===== config.mk =====
export PLATFORM = sky130hd
export DESIGN_NAME = bisync_core
export DESIGN_NICKNAME = d
export VERILOG_FILES = /design/src/inc/bisync_pkg.sv /design/src/core/bisync_core.sv
export SDC_FILE = /design/constraint.sdc
export NUM_CORES = 1
export LEC_CHECK = 0
export ABC_CLOCK_PERIOD_IN_PS = 4400
export BUFFER_PORTS_ARGS = -buffer_cell sky130_fd_sc_hd__buf_2
export CORE_MARGIN = 2
export CORE_UTILIZATION = 48
export DETAILED_ROUTE_END_ITERATION = 10
export PLACE_DENSITY = 0.73
export SLEW_MARGIN = 20
export SYNTH_ARGS = -nofsm -noshare
export SYNTH_HDL_FRONTEND = slang
export SYNTH_SLANG_ARGS = --single-unit

===== constraint.sdc =====
create_clock -name clk_in -period 4.4 [get_ports clk_in]
set_input_delay 0.44 -clock clk_in [delete_from_list [all_inputs] [get_ports clk_in]]
set_output_delay 0.44 -clock clk_in [all_outputs]
set_load 0.05 [all_outputs]

===== src/inc/bisync_pkg.sv =====
package bisync_pkg;

  // register byte offsets
  localparam logic [7:0] MODE_OFS    = 8'h00;
  localparam logic [7:0] RX_BASE_OFS = 8'h04;
  localparam logic [7:0] TX_BASE_OFS = 8'h08;
  localparam logic [7:0] RX_ACC_OFS  = 8'h0C;
  localparam logic [7:0] CMD_OFS     = 8'h10;
  localparam logic [7:0] EVENT_OFS   = 8'h14;
  localparam logic [7:0] STATE_OFS   = 8'h18;
  localparam logic [7:0] RX_DESC_OFS = 8'h40;
  localparam logic [7:0] TX_DESC_OFS = 8'h60;

  localparam int unsigned DESC_N = 4;
  localparam int unsigned IDX_W  = 2;

  localparam logic [15:0] MODE_RESET = 16'h0000;
  localparam logic [15:0] MODE_WMASK = 16'hFFCF;

  localparam logic [1:0] CHECK_CRC16 = 2'h1;
  localparam logic [1:0] CHECK_LRC   = 2'h3;

  localparam logic [1:0] PAR_ODD  = 2'h0;
  localparam logic [1:0] PAR_LOW  = 2'h1;
  localparam logic [1:0] PAR_EVEN = 2'h2;
  localparam logic [1:0] PAR_HIGH = 2'h3;

  localparam logic [7:0]  SYNC_CHAR  = 8'h32;
  localparam logic [7:0]  DLE_CHAR   = 8'h10;
  localparam logic [7:0]  CTRL_CHAR  = 8'h03;
  localparam logic [15:0] CRC16_POLY = 16'hA001;
  localparam logic [15:0] RX_BUF_LEN = 16'h0010;
  localparam logic [2:0]  LAST_BIT   = 3'h7;

  localparam int unsigned CMD_HUNT_BIT  = 0;
  localparam int unsigned CMD_CLOSE_BIT = 1;
  localparam int unsigned EV_RX   = 0;
  localparam int unsigned EV_TX   = 1;
  localparam int unsigned EV_BUSY = 2;
  localparam int unsigned EV_TXE  = 4;

  typedef struct packed {
    logic [3:0] sync_count;
    logic [1:0] check_sel;
    logic       receive_check_include;
    logic       receive_transparent;
    logic       bit_order_reverse;
    logic       receive_gate_during_transmit;
    logic [1:0] spare;
    logic [1:0] receive_parity_select;
    logic [1:0] transmit_parity_select;
  } mode_t;

  typedef struct packed {
    logic        owned;
    logic        wrap;
    logic        notify;
    logic        descriptor_continuous;
    logic        dpll_fault_flag;
    logic        rx_overrun_flag;
    logic        carrier_lost_flag;
    logic        parity_error;
    logic [7:0]  last_char;
    logic [15:0] length;
  } rx_desc_t;

  typedef struct packed {
    logic        ready;
    logic        wrap;
    logic        notify;
    logic        last;
    logic        send_check;
    logic        cts_lost;
    logic [17:0] spare;
    logic [7:0]  data;
  } tx_desc_t;

  typedef enum logic [1:0] {RX_HUNT = 2'h0, RX_DATA = 2'h1, RX_ESC = 2'h3} rx_state_t;
  typedef enum logic [1:0] {TX_IDLE = 2'h0, TX_CHAR = 2'h1, TX_CHECK = 2'h3} tx_state_t;

endpackage


===== src/core/bisync_core.sv =====
// The AHB-Lite slave port and the address map were left to the implementer.
`timescale 1ns/10ps
// Notes on behaviour
// - two block checks one character apart; include bit clear drops the latest byte
// - transparent off: strip SYNC, recognise control characters
// - transparent on: SYNC, DLE, control special only after a DLE
// - transparent mode always accumulates CRC16
// - reverse bit sends and takes characters MSB first
// - gate bit holds receiver off while RTS is active
// - receive parity: 00 odd, 01 zero, 10 even, 11 one
// - parity settings only act with longitudinal sum; changeable live
// - transmit parity: 00 odd, 01 zero, 10 even, 11 one
// - odd parity makes total ones odd; receive parity error checked only with longitudinal sum outside transparent
// - close buffer, flag, advance on control, error, full, hunt, close command
// - owned descriptor belongs to controller; cleared on close or error
// - wrap bit returns to table base; table length set by wrap
// - notify bit sets receive buffer event on close
// - continuous keeps owned set after close, except on error
// - descriptor records dpll fault, overrun, carrier lost
// - length counts each character written, preset zero by software
// - software leaves ready descriptors alone; controller clears ready when done
// - transmit notify sets done or error event
// - last-in-block returns to normal idle after char and optional check
// - check select 11 is longitudinal sum; only then parity outside transparent
// - with parity, characters are seven data bits plus parity
module bisync_core
  import bisync_pkg::*;
(
  input  wire logic        clk_in,
  input  wire logic        sys_rst_in,
  input  wire logic        hsel_in,
  input  wire logic [31:0] haddr_in,
  input  wire logic [1:0]  htrans_in,
  input  wire logic        hwrite_in,
  input  wire logic [2:0]  hsize_in,
  input  wire logic [31:0] hwdata_in,
  input  wire logic        hready_in,
  output logic      [31:0] hrdata_out,
  output logic             hreadyout_out,
  output logic             hresp_out,
  input  wire logic        line_clk_in,
  input  wire logic        rxd_in,
  input  wire logic        carrier_detect_n_in,
  input  wire logic        clear_to_send_n_in,
  input  wire logic        dpll_fault_in,
  output logic             txd_out,
  output logic             rts_out
);

  logic [4:0]      pin_s1;
  logic [4:0]      pin_s2;
  logic            line_d;
  logic            wr_pend;
  logic [7:0]      wr_addr;
  mode_t           mode;
  logic [IDX_W-1:0] rx_base;
  logic [IDX_W-1:0] tx_base;
  logic [IDX_W-1:0] rx_cur;
  logic [IDX_W-1:0] tx_cur;
  logic [15:0]     rx_acc;
  logic [15:0]     rx_acc_prev;
  logic [15:0]     tx_acc;
  logic [15:0]     events;
  rx_desc_t        rx_desc [DESC_N];
  tx_desc_t        tx_desc [DESC_N];
  rx_state_t       rx_state;
  tx_state_t       tx_state;
  logic [7:0]      rx_shift;
  logic [2:0]      rx_cnt;
  logic            rx_byte_valid;
  logic [7:0]      rx_byte;
  logic [7:0]      tx_shift;
  logic [2:0]      tx_cnt;
  rx_desc_t        next_rx_word;

  function automatic logic [15:0] crc_byte(input logic [15:0] c, input logic [7:0] d);
    logic [15:0] r;
    r = c ^ {8'h00, d};
    for (int i = 0; i < 8; i++) begin
      r = r[0] ? ((r >> 1) ^ CRC16_POLY) : (r >> 1);
    end
    return r;
  endfunction

  function automatic logic [15:0] check_step(input logic crc, input logic [15:0] c,
                                             input logic [7:0] d);
    return crc ? crc_byte(c, d) : {c[15:8], c[7:0] ^ d};
  endfunction

  // parity bit sits in bit 7 above seven data bits
  function automatic logic parity_ok(input logic [7:0] d, input logic [1:0] sel);
    logic ones;
    ones = ^d;
    unique case (sel)
      PAR_ODD:  parity_ok = ones;
      PAR_LOW:  parity_ok = ~d[7];
      PAR_EVEN: parity_ok = ~ones;
      PAR_HIGH: parity_ok = d[7];
    endcase
  endfunction

  function automatic logic parity_gen(input logic [6:0] d, input logic [1:0] sel);
    unique case (sel)
      PAR_ODD:  parity_gen = ~^d;
      PAR_LOW:  parity_gen = 1'b0;
      PAR_EVEN: parity_gen = ^d;
      PAR_HIGH: parity_gen = 1'b1;
    endcase
  endfunction

  function automatic logic desc_hit(input logic [7:0] a, input logic [7:0] base);
    return a[7:4] == base[7:4];
  endfunction

  function automatic logic [31:0] read_word(input logic [7:0] a);
    logic [IDX_W-1:0] k;
    k = a[IDX_W+1:2];
    if (desc_hit(a, RX_DESC_OFS)) read_word = rx_desc[k];
    else if (desc_hit(a, TX_DESC_OFS)) read_word = tx_desc[k];
    else begin
      unique case (a)
        MODE_OFS:    read_word = {16'h0000, mode};
        RX_BASE_OFS: read_word = {30'h00000000, rx_base};
        TX_BASE_OFS: read_word = {30'h00000000, tx_base};
        RX_ACC_OFS:  read_word = {16'h0000, mode.receive_check_include ? rx_acc : rx_acc_prev};
        EVENT_OFS:   read_word = {16'h0000, events};
        STATE_OFS:   read_word = {24'h000000, rx_state, tx_state, rx_cur, tx_cur};
        default:     read_word = 32'h00000000;
      endcase
    end
  endfunction

  // link pins: two flops before use, edges found from second and third stage
  wire line_lvl   = pin_s2[4];
  wire rxd_lvl    = pin_s2[3];
  wire cd_off     = pin_s2[2];
  wire cts_off    = pin_s2[1];
  wire dpll_lvl   = pin_s2[0];
  wire line_rise  = line_lvl & ~line_d;
  wire line_fall  = ~line_lvl & line_d;

  always_ff @(posedge clk_in) begin
    if (sys_rst_in) begin
      pin_s1 <= 5'h00;
      pin_s2 <= 5'h00;
      line_d <= 1'b0;
    end else begin
      pin_s1 <= {line_clk_in, rxd_in, carrier_detect_n_in, clear_to_send_n_in, dpll_fault_in};
      pin_s2 <= pin_s1;
      line_d <= line_lvl;
    end
  end

  // bus slave: zero wait, read data captured at the address phase
  wire addr_ok     = hsel_in & htrans_in[1] & hready_in;
  wire sw_mode     = wr_pend & (wr_addr == MODE_OFS);
  wire sw_rx_base  = wr_pend & (wr_addr == RX_BASE_OFS);
  wire sw_tx_base  = wr_pend & (wr_addr == TX_BASE_OFS);
  wire sw_acc      = wr_pend & (wr_addr == RX_ACC_OFS);
  wire sw_cmd      = wr_pend & (wr_addr == CMD_OFS);
  wire sw_event    = wr_pend & (wr_addr == EVENT_OFS);
  wire sw_rx_desc  = wr_pend & desc_hit(wr_addr, RX_DESC_OFS);
  wire sw_tx_desc  = wr_pend & desc_hit(wr_addr, TX_DESC_OFS);
  wire [IDX_W-1:0] wr_idx = wr_addr[IDX_W+1:2];
  wire cmd_hunt    = sw_cmd & hwdata_in[CMD_HUNT_BIT];
  wire cmd_close   = sw_cmd & hwdata_in[CMD_CLOSE_BIT];

  always_ff @(posedge clk_in) begin
    if (sys_rst_in) begin
      wr_pend       <= 1'b0;
      wr_addr       <= 8'h00;
      hrdata_out    <= 32'h00000000;
      hreadyout_out <= 1'b0;
      hresp_out     <= 1'b0;
    end else begin
      wr_pend       <= addr_ok & hwrite_in;
      wr_addr       <= haddr_in[7:0];
      hreadyout_out <= 1'b1;
      hresp_out     <= 1'b0;
      if (addr_ok && !hwrite_in) hrdata_out <= read_word(haddr_in[7:0]);
    end
  end

  // receiver
  wire rx_active = ~(mode.receive_gate_during_transmit & rts_out);
  wire [7:0] next_shift = mode.bit_order_reverse ? {rx_shift[6:0], rxd_lvl}
                                                 : {rxd_lvl, rx_shift[7:1]};
  wire transparent = mode.receive_transparent;
  wire is_sync     = rx_byte == SYNC_CHAR;
  wire is_dle      = rx_byte == DLE_CHAR;
  wire is_ctrl     = rx_byte == CTRL_CHAR;
  wire in_msg      = rx_state != RX_HUNT;
  wire cd_lost     = cd_off & in_msg;
  wire dpll_err    = dpll_lvl & in_msg;
  wire rx_owned    = rx_desc[rx_cur].owned;
  wire sw_hit_cur  = sw_rx_desc & (wr_idx == rx_cur);
  // transparent: only an escaped SYNC is stripped, a bare DLE starts an escape
  wire rx_keep = rx_byte_valid & ~cd_lost &
                 ((rx_state == RX_ESC) ? ~is_sync :
                  (transparent ? ~is_dle : ~is_sync));
  wire ctrl_hit = rx_byte_valid & is_ctrl &
                  ((rx_state == RX_ESC) | (rx_state == RX_DATA & ~transparent));
  wire store_en    = rx_keep & rx_owned & ~sw_hit_cur;
  // a descriptor write colliding with a store loses the byte
  wire overrun_ev  = rx_keep & rx_owned & sw_hit_cur;
  wire busy_ev     = rx_keep & ~rx_owned;
  wire par_on      = (mode.check_sel == CHECK_LRC) & ~transparent;
  wire par_bad     = store_en & par_on &
                     ~parity_ok(rx_byte, mode.receive_parity_select);
  wire [15:0] len_inc = rx_desc[rx_cur].length + 16'h0001;
  wire full_hit    = store_en & (len_inc == RX_BUF_LEN);
  wire rx_err      = cd_lost | dpll_err | overrun_ev | par_bad;
  wire rx_close    = rx_owned & (rx_err | (ctrl_hit & rx_keep) | full_hit |
                                 cmd_close | cmd_hunt);
  wire rx_goto_hunt = rx_err | cmd_hunt | busy_ev | (ctrl_hit & rx_keep);
  wire use_crc     = transparent | (mode.check_sel != CHECK_LRC);
  wire [15:0] acc_base = mode.receive_check_include ? rx_acc : rx_acc_prev;
  rx_state_t rx_state_after;
  assign rx_state_after = (rx_state == RX_ESC) ? RX_DATA :
                          ((transparent && is_dle) ? RX_ESC : rx_state);

  always_ff @(posedge clk_in) begin
    if (sys_rst_in) begin
      rx_state      <= RX_HUNT;
      rx_shift      <= 8'h00;
      rx_cnt        <= 3'h0;
      rx_byte_valid <= 1'b0;
      rx_byte       <= 8'h00;
    end else begin
      rx_byte_valid <= 1'b0;
      if (rx_goto_hunt) rx_state <= RX_HUNT;
      else if (rx_byte_valid) rx_state <= rx_state_after;
      if (line_rise && rx_active) begin
        rx_shift <= next_shift;
        rx_cnt   <= rx_cnt + 3'h1;
        if (rx_state == RX_HUNT && next_shift == SYNC_CHAR) begin
          rx_state <= RX_DATA;
          rx_cnt   <= 3'h0;
        end else if (in_msg && rx_cnt == LAST_BIT) begin
          rx_byte_valid <= 1'b1;
          rx_byte       <= next_shift;
        end
      end
    end
  end

  // the lagging copy lets software strip the last byte after seeing it
  always_ff @(posedge clk_in) begin
    if (sys_rst_in) begin
      rx_acc      <= 16'h0000;
      rx_acc_prev <= 16'h0000;
    end else if (store_en) begin
      rx_acc_prev <= acc_base;
      rx_acc      <= check_step(use_crc, acc_base, rx_byte);
    end else if (sw_acc) begin
      rx_acc      <= hwdata_in[15:0];
      rx_acc_prev <= hwdata_in[15:0];
    end
  end

  always_comb begin
    next_rx_word = rx_desc[rx_cur];
    if (store_en) begin
      next_rx_word.length    = len_inc;
      next_rx_word.last_char = rx_byte;
    end
    if (rx_close) begin
      next_rx_word.dpll_fault_flag   = rx_desc[rx_cur].dpll_fault_flag | dpll_err;
      next_rx_word.rx_overrun_flag   = rx_desc[rx_cur].rx_overrun_flag | overrun_ev;
      next_rx_word.carrier_lost_flag = rx_desc[rx_cur].carrier_lost_flag | cd_lost;
      next_rx_word.parity_error      = rx_desc[rx_cur].parity_error | par_bad;
      next_rx_word.owned = rx_desc[rx_cur].descriptor_continuous & ~rx_err;
    end
  end

  // transmitter
  wire tx_rev      = mode.bit_order_reverse;
  tx_desc_t tx_word;
  assign tx_word   = tx_desc[tx_cur];
  wire tx_par_on   = mode.check_sel == CHECK_LRC;
  wire [7:0] tx_char = tx_par_on ? {parity_gen(tx_word.data[6:0], mode.transmit_parity_select),
                                    tx_word.data[6:0]} : tx_word.data;
  wire tx_load     = (tx_state == TX_IDLE) & line_fall & tx_word.ready;
  wire tx_cts_lost = (tx_state == TX_CHAR) & cts_off;
  wire tx_char_end = (tx_state != TX_IDLE) & line_fall & (tx_cnt == LAST_BIT) & ~tx_cts_lost;
  wire tx_to_check = tx_char_end & (tx_state == TX_CHAR) & tx_word.last & tx_word.send_check;
  wire tx_finish   = tx_cts_lost | (tx_char_end & ~tx_to_check);
  wire [7:0] tx_src = tx_load ? tx_char : tx_shift;
  wire tx_bit      = tx_rev ? tx_src[7] : tx_src[0];
  wire [7:0] tx_rest = tx_rev ? {tx_src[6:0], 1'b0} : {1'b0, tx_src[7:1]};

  always_ff @(posedge clk_in) begin
    if (sys_rst_in) begin
      tx_state <= TX_IDLE;
      tx_shift <= 8'h00;
      tx_cnt   <= 3'h0;
      tx_acc   <= 16'h0000;
      txd_out  <= 1'b1;
      rts_out  <= 1'b0;
    end else if (tx_load) begin
      tx_state <= TX_CHAR;
      txd_out  <= tx_bit;
      tx_shift <= tx_rest;
      tx_cnt   <= 3'h1;
      rts_out  <= 1'b1;
      tx_acc   <= check_step(~tx_par_on, tx_acc, tx_char);
    end else if (tx_cts_lost) begin
      tx_state <= TX_IDLE;
      txd_out  <= 1'b1;
      rts_out  <= 1'b0;
    end else if (line_fall && tx_state != TX_IDLE) begin
      txd_out  <= tx_bit;
      tx_shift <= tx_rest;
      tx_cnt   <= tx_cnt + 3'h1;
      if (tx_to_check) begin
        tx_state <= TX_CHECK;
        tx_shift <= tx_acc[7:0];
        tx_cnt   <= 3'h0;
      end else if (tx_char_end) begin
        // rts drops as the final bit starts; next ready buffer may follow
        tx_state <= TX_IDLE;
        rts_out  <= 1'b0;
        if (tx_state == TX_CHECK) tx_acc <= 16'h0000;
      end
    end else if (line_fall) begin
      txd_out <= 1'b1;
    end
  end

  // descriptor tables, controller updates beat software writes
  always_ff @(posedge clk_in) begin
    for (int i = 0; i < DESC_N; i++) begin
      if (sys_rst_in) begin
        rx_desc[i] <= '0;
        tx_desc[i] <= '0;
      end else begin
        if ((store_en || rx_close) && rx_cur == i[IDX_W-1:0]) rx_desc[i] <= next_rx_word;
        else if (sw_rx_desc && wr_idx == i[IDX_W-1:0]) rx_desc[i] <= rx_desc_t'(hwdata_in);
        if (tx_finish && tx_cur == i[IDX_W-1:0]) begin
          tx_desc[i].ready    <= 1'b0;
          tx_desc[i].cts_lost <= tx_cts_lost;
        end else if (sw_tx_desc && wr_idx == i[IDX_W-1:0]) begin
          tx_desc[i] <= tx_desc_t'(hwdata_in);
        end
      end
    end
  end

  always_ff @(posedge clk_in) begin
    if (sys_rst_in) begin
      mode    <= mode_t'(MODE_RESET);
      rx_base <= '0;
      tx_base <= '0;
      rx_cur  <= '0;
      tx_cur  <= '0;
    end else begin
      if (sw_mode) mode <= mode_t'(hwdata_in[15:0] & MODE_WMASK);
      if (sw_rx_base) rx_base <= hwdata_in[IDX_W-1:0];
      if (sw_tx_base) tx_base <= hwdata_in[IDX_W-1:0];
      if (rx_close) rx_cur <= rx_desc[rx_cur].wrap ? rx_base : rx_cur + 1'b1;
      else if (sw_rx_base) rx_cur <= hwdata_in[IDX_W-1:0];
      if (tx_finish) tx_cur <= tx_word.wrap ? tx_base : tx_cur + 1'b1;
      else if (sw_tx_base) tx_cur <= hwdata_in[IDX_W-1:0];
    end
  end

  // sticky events: a set in the clearing cycle survives
  logic [15:0] ev_set;
  always_comb begin
    ev_set          = 16'h0000;
    ev_set[EV_RX]   = rx_close & rx_desc[rx_cur].notify;
    ev_set[EV_TX]   = tx_finish & ~tx_cts_lost & tx_word.notify;
    ev_set[EV_TXE]  = tx_cts_lost & tx_word.notify;
    ev_set[EV_BUSY] = busy_ev;
  end

  always_ff @(posedge clk_in) begin
    if (sys_rst_in) events <= 16'h0000;
    else events <= (events & ~(sw_event ? hwdata_in[15:0] : 16'h0000)) | ev_set;
  end

endmodule


==> results by group, run 1 <==
Worst setup path
  – CP Launch Type: register
  – RR Endpoint: rx_desc[1][29]
  – Critical Path, Cell by Cell: buf_4 > mux2_4 > a311oi_1 > buf_4 > nand4_1 > nor4b_2 > nand4_2 > nand3_2 > and2_4 > a22o_1
  – Critical path fanouts, max: 31
  – Reg2reg path depth: 10
  – Crit path arrival time: ~4.2 ns
  – CP max stage cell: dfxtp_2
  – Crit. End Element: register
  – Reg2Reg Setup Slack: 0.68 ns
  – Kind of critical path: register to register
  – CP max stage delay: approximately 0.55 ns
  – Worst Path Required: slightly below 5 ns
  – Cell repeated most along the worst path: buf_4
  – Critical path endpoint: rx_desc[1][29]

Power
  – Pwr Density: approximately 360 nW/um2
  – Power Total: between 8 and 9 mW
  – Seq pwr share: 0.499
  – VDD IR-drop max: around 0.27 mV
  – Clock share of power: 0.434
  – Sw Pwr: 2.08 mW
  – Combinational power share: 0.067
  – Lkg Pwr: around 8.8 nW
  – P_int: roughly 6.9 mW
  – Sw Ratio: 0.231

Yosys
  – Synth Net Count: about 2100
  – Primary FF master, synth: edfxtp_1
  – Yosys cell types: 75
  – Most common cell in the netlist: edfxtp_1
  – Ys Warns: 0
  – Post-synth top area cell: edfxtp_1
  – Cells after Synth: 2035
  – #FFs+latches synth: approximately 440
  – Syn Std Cell Area: between 20000 and 25000 um2
  – EDFF count, synth: approximately 260
  – Syn_area_per_cell: roughly 11 um2
  – Post-synth ARST share: 0
  – Commonest cells post-synth: edfxtp_1, nor2_1, dfxtp_1
  – Register area share after synthesis: 0.495
  – Synth area leaders: edfxtp_1, dfxtp_1, mux4_2
  – Area share of the largest cell type after synthesis: 0.337

Floorplanning
  – Initial Util: 0.487
  – IO Pins: between 100 and 150
  – Core area: between 40000 and 50000 um2
  – Cell Rows: 79
  – Die height: roughly 220 um
  – Die extent in x: about 220 um
  – Die area: 49200 um2

Flow run
  – MaxCap Viol Count: 0

Timing
  – Fmax achieved: around 270 MHz
  – Finish-stage setup viols: 0
  – Worst-Margin Slew: 0.949 ns
  – Worst slew margin: 0.366
  – Worst clock skew: ~0.024 ns
  – Fin. Hold Viols: 0
  – Period minus WS final: roughly 3.7 ns
  – Max-slew violations: 0
  – Setup TNS: 0 ns
  – Final Cycle Share: 0.845
  – RSZ-0062 raised after global routing: false

Place
  – Number of port buffers: 85
  – Routability cong.: 0.883
  – DP HPWL: between 40000 and 50000 um

Clock network
  – Post-CTS Hold Fix Bufs: 0
  – CTS tree: done
  – Total CTS buffers: 45
  – Root Driver: clkbuf_16
  – Setup bufs post-CTS: 0
  – Num Clock Sinks: about 440
  – H-tree lvl count: 2
  – Post_cts resized: 0
  – Max clock buf depth: 3
  – Worst-skew pair later-pin latency: 0.59 ns
  – Clock slew seen by the registers of the worst setup and hold paths: around 0.060 ns

GRT
  – Largest net degree at the start of global routing: roughly 90
  – Antenna violations before repair: 4
  – Met2 Use GR: 0.427
  – Total GRT Usage: 0.264
  – GRT met1 Usage: 0.356
  – Met3 Use GR: 0.0494
  – Gr ovfl total: 0
  – Number of global-route vias before repair: 17036
  – GR peak layer: met2
  – First-pass GRT wire length: roughly 100000 um

Finish
  – Nets@finish: approximately 2200
  – Area occupied by multi-input gates: 10700 um2
  – Synthesis-to-finish area growth: 10.9%
  – Fill cell count: 3956
  – Layout cell share with drive strength beyond 1: 0.172
  – Reg area: around 11000 um2

Detailed routing
  – Drt drc: 0
  – Initial DRC count: roughly 2100
  – Post-route antenna net violation count: 0
  – Total number of vias: around 17000
  – Post-DR wirelength/cell: around 24 um
  – Routed vias/inst: 6.43
  – Final Routed Wirelength: about 65000 um
  – Drt first pass iters: 6

Worst hold path
  – Hold Path Class: input port to register
  – Hold depth: 2

Status
  – Run status: finished clean
[how the worst min path moves through the flow]
stage / from / endpoint / slack, ns
3_5_place_dp: events[8] / events[8] / 0.42
3_3_place_gp: events[10] / events[10] / 0.42
2_1_floorplan: events[10] / events[10] / 0.41
5_1_grt: dpll_fault_in / pin_s1[0] / 0.07
6_report: dpll_fault_in / pin_s1[0] / 0.07
4_1_cts: carrier_detect_n_in / pin_s1[2] / 0.05
[per-layer routing]
layer  vias up  part of all wire
met5         -           0.00040
met4         4             0.028
met3       134              0.10
met2       924              0.47
met1      8583              0.40
li1       7677                 -
[power groups by stage]
stage	Sequential, mW	Clock [mW]	Combinational (mW)
floorplan	4.58	0	0.365
global placement	4.56	0	0.580
detailed placement	4.57	0	0.590
CTS	4.48	3.94	0.593
global route	4.49	4.09	0.637
finish	4.48	3.90	0.600
[cell families after synthesis]
family,share of synthesized area
simple gates,0.156
other cells,0.000165
buf+inv,0.0394
xor+xnor,0.0295
flops,0.495
fa+ha+maj,0.0121
mux,0.132
compound gates,0.136
[cells in the final DEF, fill, tap and decap left out, drive strengths merged, types with 23 or more instances in the layout]
cell type	count
edfxtp	256
nor2	240
dfxtp	180
and2	157
buf	142
nand2	121
mux4	106
a211oi	98
a22o	97
a21oi	72
nor3	70
clkbuf	68
mux2i	55
xnor2	49
nand3	32
o21ai	31
nor2b	24
inv	23
[through the flow]
step	hold slack (ns)	area [um2]	worst slack [ns]	utilization	std cells
2_1_floorplan	0.412	22800	0.690	-	2035
3_3_place_gp	0.418	23700	0.761	0.508	2609
3_5_place_dp	0.425	23700	0.747	0.508	2609
4_1_cts	0.0458	25200	0.689	0.540	2693
5_1_grt	0.0750	25300	0.399	0.541	2695
6_report	0.0679	25300	0.681	0.541	2696
[cell type report]
cell class | count | area share
antenna | 2 | 0.000198
clock buffer | 68 | 0.0545
clock inverter | 16 | 0.00495
inverter | 24 | 0.00356
multi-input combinational | 1401 | 0.423
sequential | 436 | 0.447
tap | 607 | 0.0300
timing repair buffer | 142 | 0.0375
[flip-flops by register name (all words and copies together) (netlist names), 3 cells and up, named ones only]
register / flops
rx_shift: 8
tx_shift: 8
tx_cnt: 3
hrdata_out: 32
mode: 12
pin_s1: 5
rx_byte: 8
events: 16
tx_desc: 128
wr_addr: 8
rx_acc: 16
tx_acc: 16
rx_acc_prev: 16
rx_cnt: 3
pin_s2: 5
rx_desc: 128
[critical path: cells and delay by family, from the launching register on]
kind	cells	cell delay (ns)
flops	1	0.55
buf+inv	2	0.62
mux	1	0.50
compound gates	2	0.57
simple gates	5	1.32
(Power assumes the default switching activity.)
==> inputs of run 2 (changes only) <==
Settings changed: ABC_CLOCK_PERIOD_IN_PS 4400 to 3500, PLACE_DENSITY 0.73 to 0.71.
Clock period 4.4 ns to 3.5 ns, I/O delays scaled along.
==> results by group, run 2 (synthesis results as in run 1) <==
Finish
  – # diodes: 0 (-2)
  – Most frequent cells in the layout: edfxtp_1, nor2_1, dfxtp_1
  – Commonest non-fill, non-tap cell in the layout: edfxtp_1
  – Synthesis-to-finish area growth: 13.6%
  – Nets@finish: 2196 (+2.1%)
  – Fill cell count: 3882 (-1.9%)
  – Layout cell share with drive strength beyond 1: 0.189 (+0.0178)
  – Biggest regs: rx_desc: 128 flops, tx_desc: 128 flops, hrdata_out: 32 flops

Detailed routing
  – Final Routed Wirelength: 67000 um (+3.0%)
  – Post-route antenna net violation count: 0 (unchanged)
  – Post-DR wirelength/cell: 24.4 um (+1.3%)
  – Drt drc: 0 (unchanged)
  – Initial DRC count: 2032 (-4.8%)
  – Total number of vias: 17488 (+0.96%)
  – Drt first pass iters: 5 (-1)
  – Routed vias/inst: 6.38 (-0.70%)

Timing
  – Fin. Hold Viols: 0 (unchanged)
  – Worst-Margin Slew: 0.930 ns (-0.0195 ns)
  – Max-slew violations: 0 (unchanged)
  – RSZ-0062 raised after global routing: false
  – Worst slew margin: 0.376 (+0.0103)
  – Worst clock skew: 0.0255 ns (+0.00128 ns)
  – Period minus WS final: 3.35 ns (-0.366 ns)
  – Fmax achieved: 298 MHz (+11%)
  – Setup TNS: 0 ns (unchanged)
  – Final Cycle Share: 0.958 (+0.113)
  – Finish-stage setup viols: 0 (unchanged)

GRT
  – Gr ovfl total: 0 (unchanged)
  – Antenna violations before repair: 3 (-1)
  – First-pass GRT wire length: 102000 um (+2.0%)
  – Number of global-route vias before repair: 17200 (+0.96%)
  – Total GRT Usage: 0.269 (+0.00590)
  – Largest net degree at the start of global routing: 107 (+22%)

Worst setup path
  – CP max stage delay: 0.45 ns (-0.10 ns)
  – CP Launch Type: register
  – Crit path arrival time: 3.68 ns (-0.48 ns)
  – Critical Path, Cell by Cell: inv_1 > ha_1 > xor2_1 > xnor2_1 > a211oi_1 > o31a_1 > o21ai_0 > a21oi_2 > nand3_2 > and2_1 > buf_12 > a22o_1
  – Kind of critical path: register to register
  – Worst Path Required: 3.83 ns (-1.01 ns)
  – Critical path fanouts, max: 20 (-35%)
  – CP max stage cell: dfxtp_1
  – Crit. End Element: register

Clock network
  – Setup bufs post-CTS: 0 (unchanged)
  – Clock slew seen by the registers of the worst setup and hold paths: 0.06 ns (about the same)
  – Num Clock Sinks: 436 (unchanged)
  – Max clock buf depth: 3 (unchanged)
  – Worst-skew pair later-pin latency: 0.60 ns (about the same)
  – H-tree lvl count: 2 (unchanged)
  – CTS tree: done
  – Root Driver: clkbuf_16
  – Total CTS buffers: 47 (+4.4%)

Place
  – DP HPWL: 45300 um (+5.4%)
  – Number of port buffers: 85 (unchanged)
  – Routability cong.: 0.899 (+1.8%)

Floorplanning
  – Die height: 222 um (unchanged)
  – Initial Util: 0.487 (unchanged)
  – IO Pins: 115 (unchanged)
  – Core area: 46800 um2 (unchanged)
  – Die extent in x: 222 um (unchanged)
  – Cell Rows: 79 (unchanged)
  – Die area: 49200 um2 (unchanged)

Power
  – VDD IR-drop max: 0.393 mV (+47%)
  – Combinational power share: 0.066 (about the same)
  – P_int: 9.08 mW (+31%)
  – Clock share of power: 0.455 (+0.021)
  – Pwr Density: 455 nW/um2 (+28%)
  – Sw Pwr: 2.70 mW (+30%)
  – Sw Ratio: 0.229 (-0.00178)
  – Power Total: 11.8 mW (+31%)
  – Seq pwr share: 0.478 (-0.021)
  – Lkg Pwr: 9.16 nW (+3.7%)

Flow run
  – MaxCap Viol Count: 0 (unchanged)

Worst hold path
  – Hold Path Class: input port to register

Status
  – Run status: finished clean
[run 2: cell types whose count changed in the layout (fill, tap and decap cells not counted), moves of 4 or more]
cell | previous run | this run
buf_4 | 53 | 79
dlygate4sd3_1 | 0 | 8
clkbuf_1 | 10 | 6
buf_12 | 5 | 14
clkinv_2 | 5 | 10
clkbuf_8 | 10 | 4
bufinv_16 | 2 | 8
[run 2: power groups by stage]
stage | Combinational, mW | Sequential [mW] | Clock, mW
global route | 0.829 | 5.65 | 5.60
global placement | 0.750 | 5.73 | 0
CTS | 0.775 | 5.63 | 5.42
detailed placement | 0.765 | 5.74 | 0
floorplan | 0.459 | 5.76 | 0
finish | 0.782 | 5.64 | 5.37
[run 2: critical path: cells and delay by family (launching register included)]
kind,cells,cell delay [ns]
simple gates,2,0.35
xor+xnor,2,0.33
buf+inv,2,0.38
flops,1,0.45
fa+ha+maj,1,0.33
compound gates,5,1.23
[run 2: layout make-up]
class / instances / area (um2) / share of cell area
flip-flops and latches: 436 / 11300 / 0.436
multi-input cells: 1401 / 10700 / 0.413
repair buffers: 185 / 1390 / 0.0536
clock buffers: 59 / 1300 / 0.0504
well taps: 607 / 759 / 0.0293
clock inverters: 29 / 367 / 0.0142
inverters: 24 / 90.1 / 0.00348
[run 2: path summary, 6_finish.rpt]
path	startpoint	slack, ns	depth (start not counted)	to
worst min-delay path	hwrite_in	0.08	2	wr_pend
worst max-delay path	rx_byte[4]	0.15	12	rx_desc[0][30]
worst max register to register	rx_byte[4]	0.15	12	rx_desc[0][30]
worst min register to register	events[5]	0.44	2	events[5]
[run 2: metal layers]
| metal | track usage | wire length (um) | up-vias |
|---|---|---|---|
| li1 | - | - | 7767 |
| met1 | 0.355 | 26700 | 8699 |
| met2 | 0.450 | 32100 | 880 |
| met3 | 0.0542 | 6210 | 138 |
| met4 | 0.0822 | 1910 | 4 |
| met5 | 0 | 23 | - |
[run 2: stage by stage]
stage	hold WS [ns]	util	instance area [um2]	worst slack, ns	cells
floorplan	0.412	-	22800	0.367	2035
global placement	0.418	0.516	24100	0.171	2645
detailed placement	0.423	0.516	24100	0.137	2645
CTS	0.0574	0.553	25900	0.0995	2741
global route	0.0734	0.554	25900	0.0183	2741
finish	0.0813	0.554	25900	0.148	2741
[run 2: what timing repair did]
item,4_1_cts,5_1_grt
hold buffers,8,0
endpoints found under the setup margin,0,36
hold endpoints to repair,8,0
resized for setup,0,4
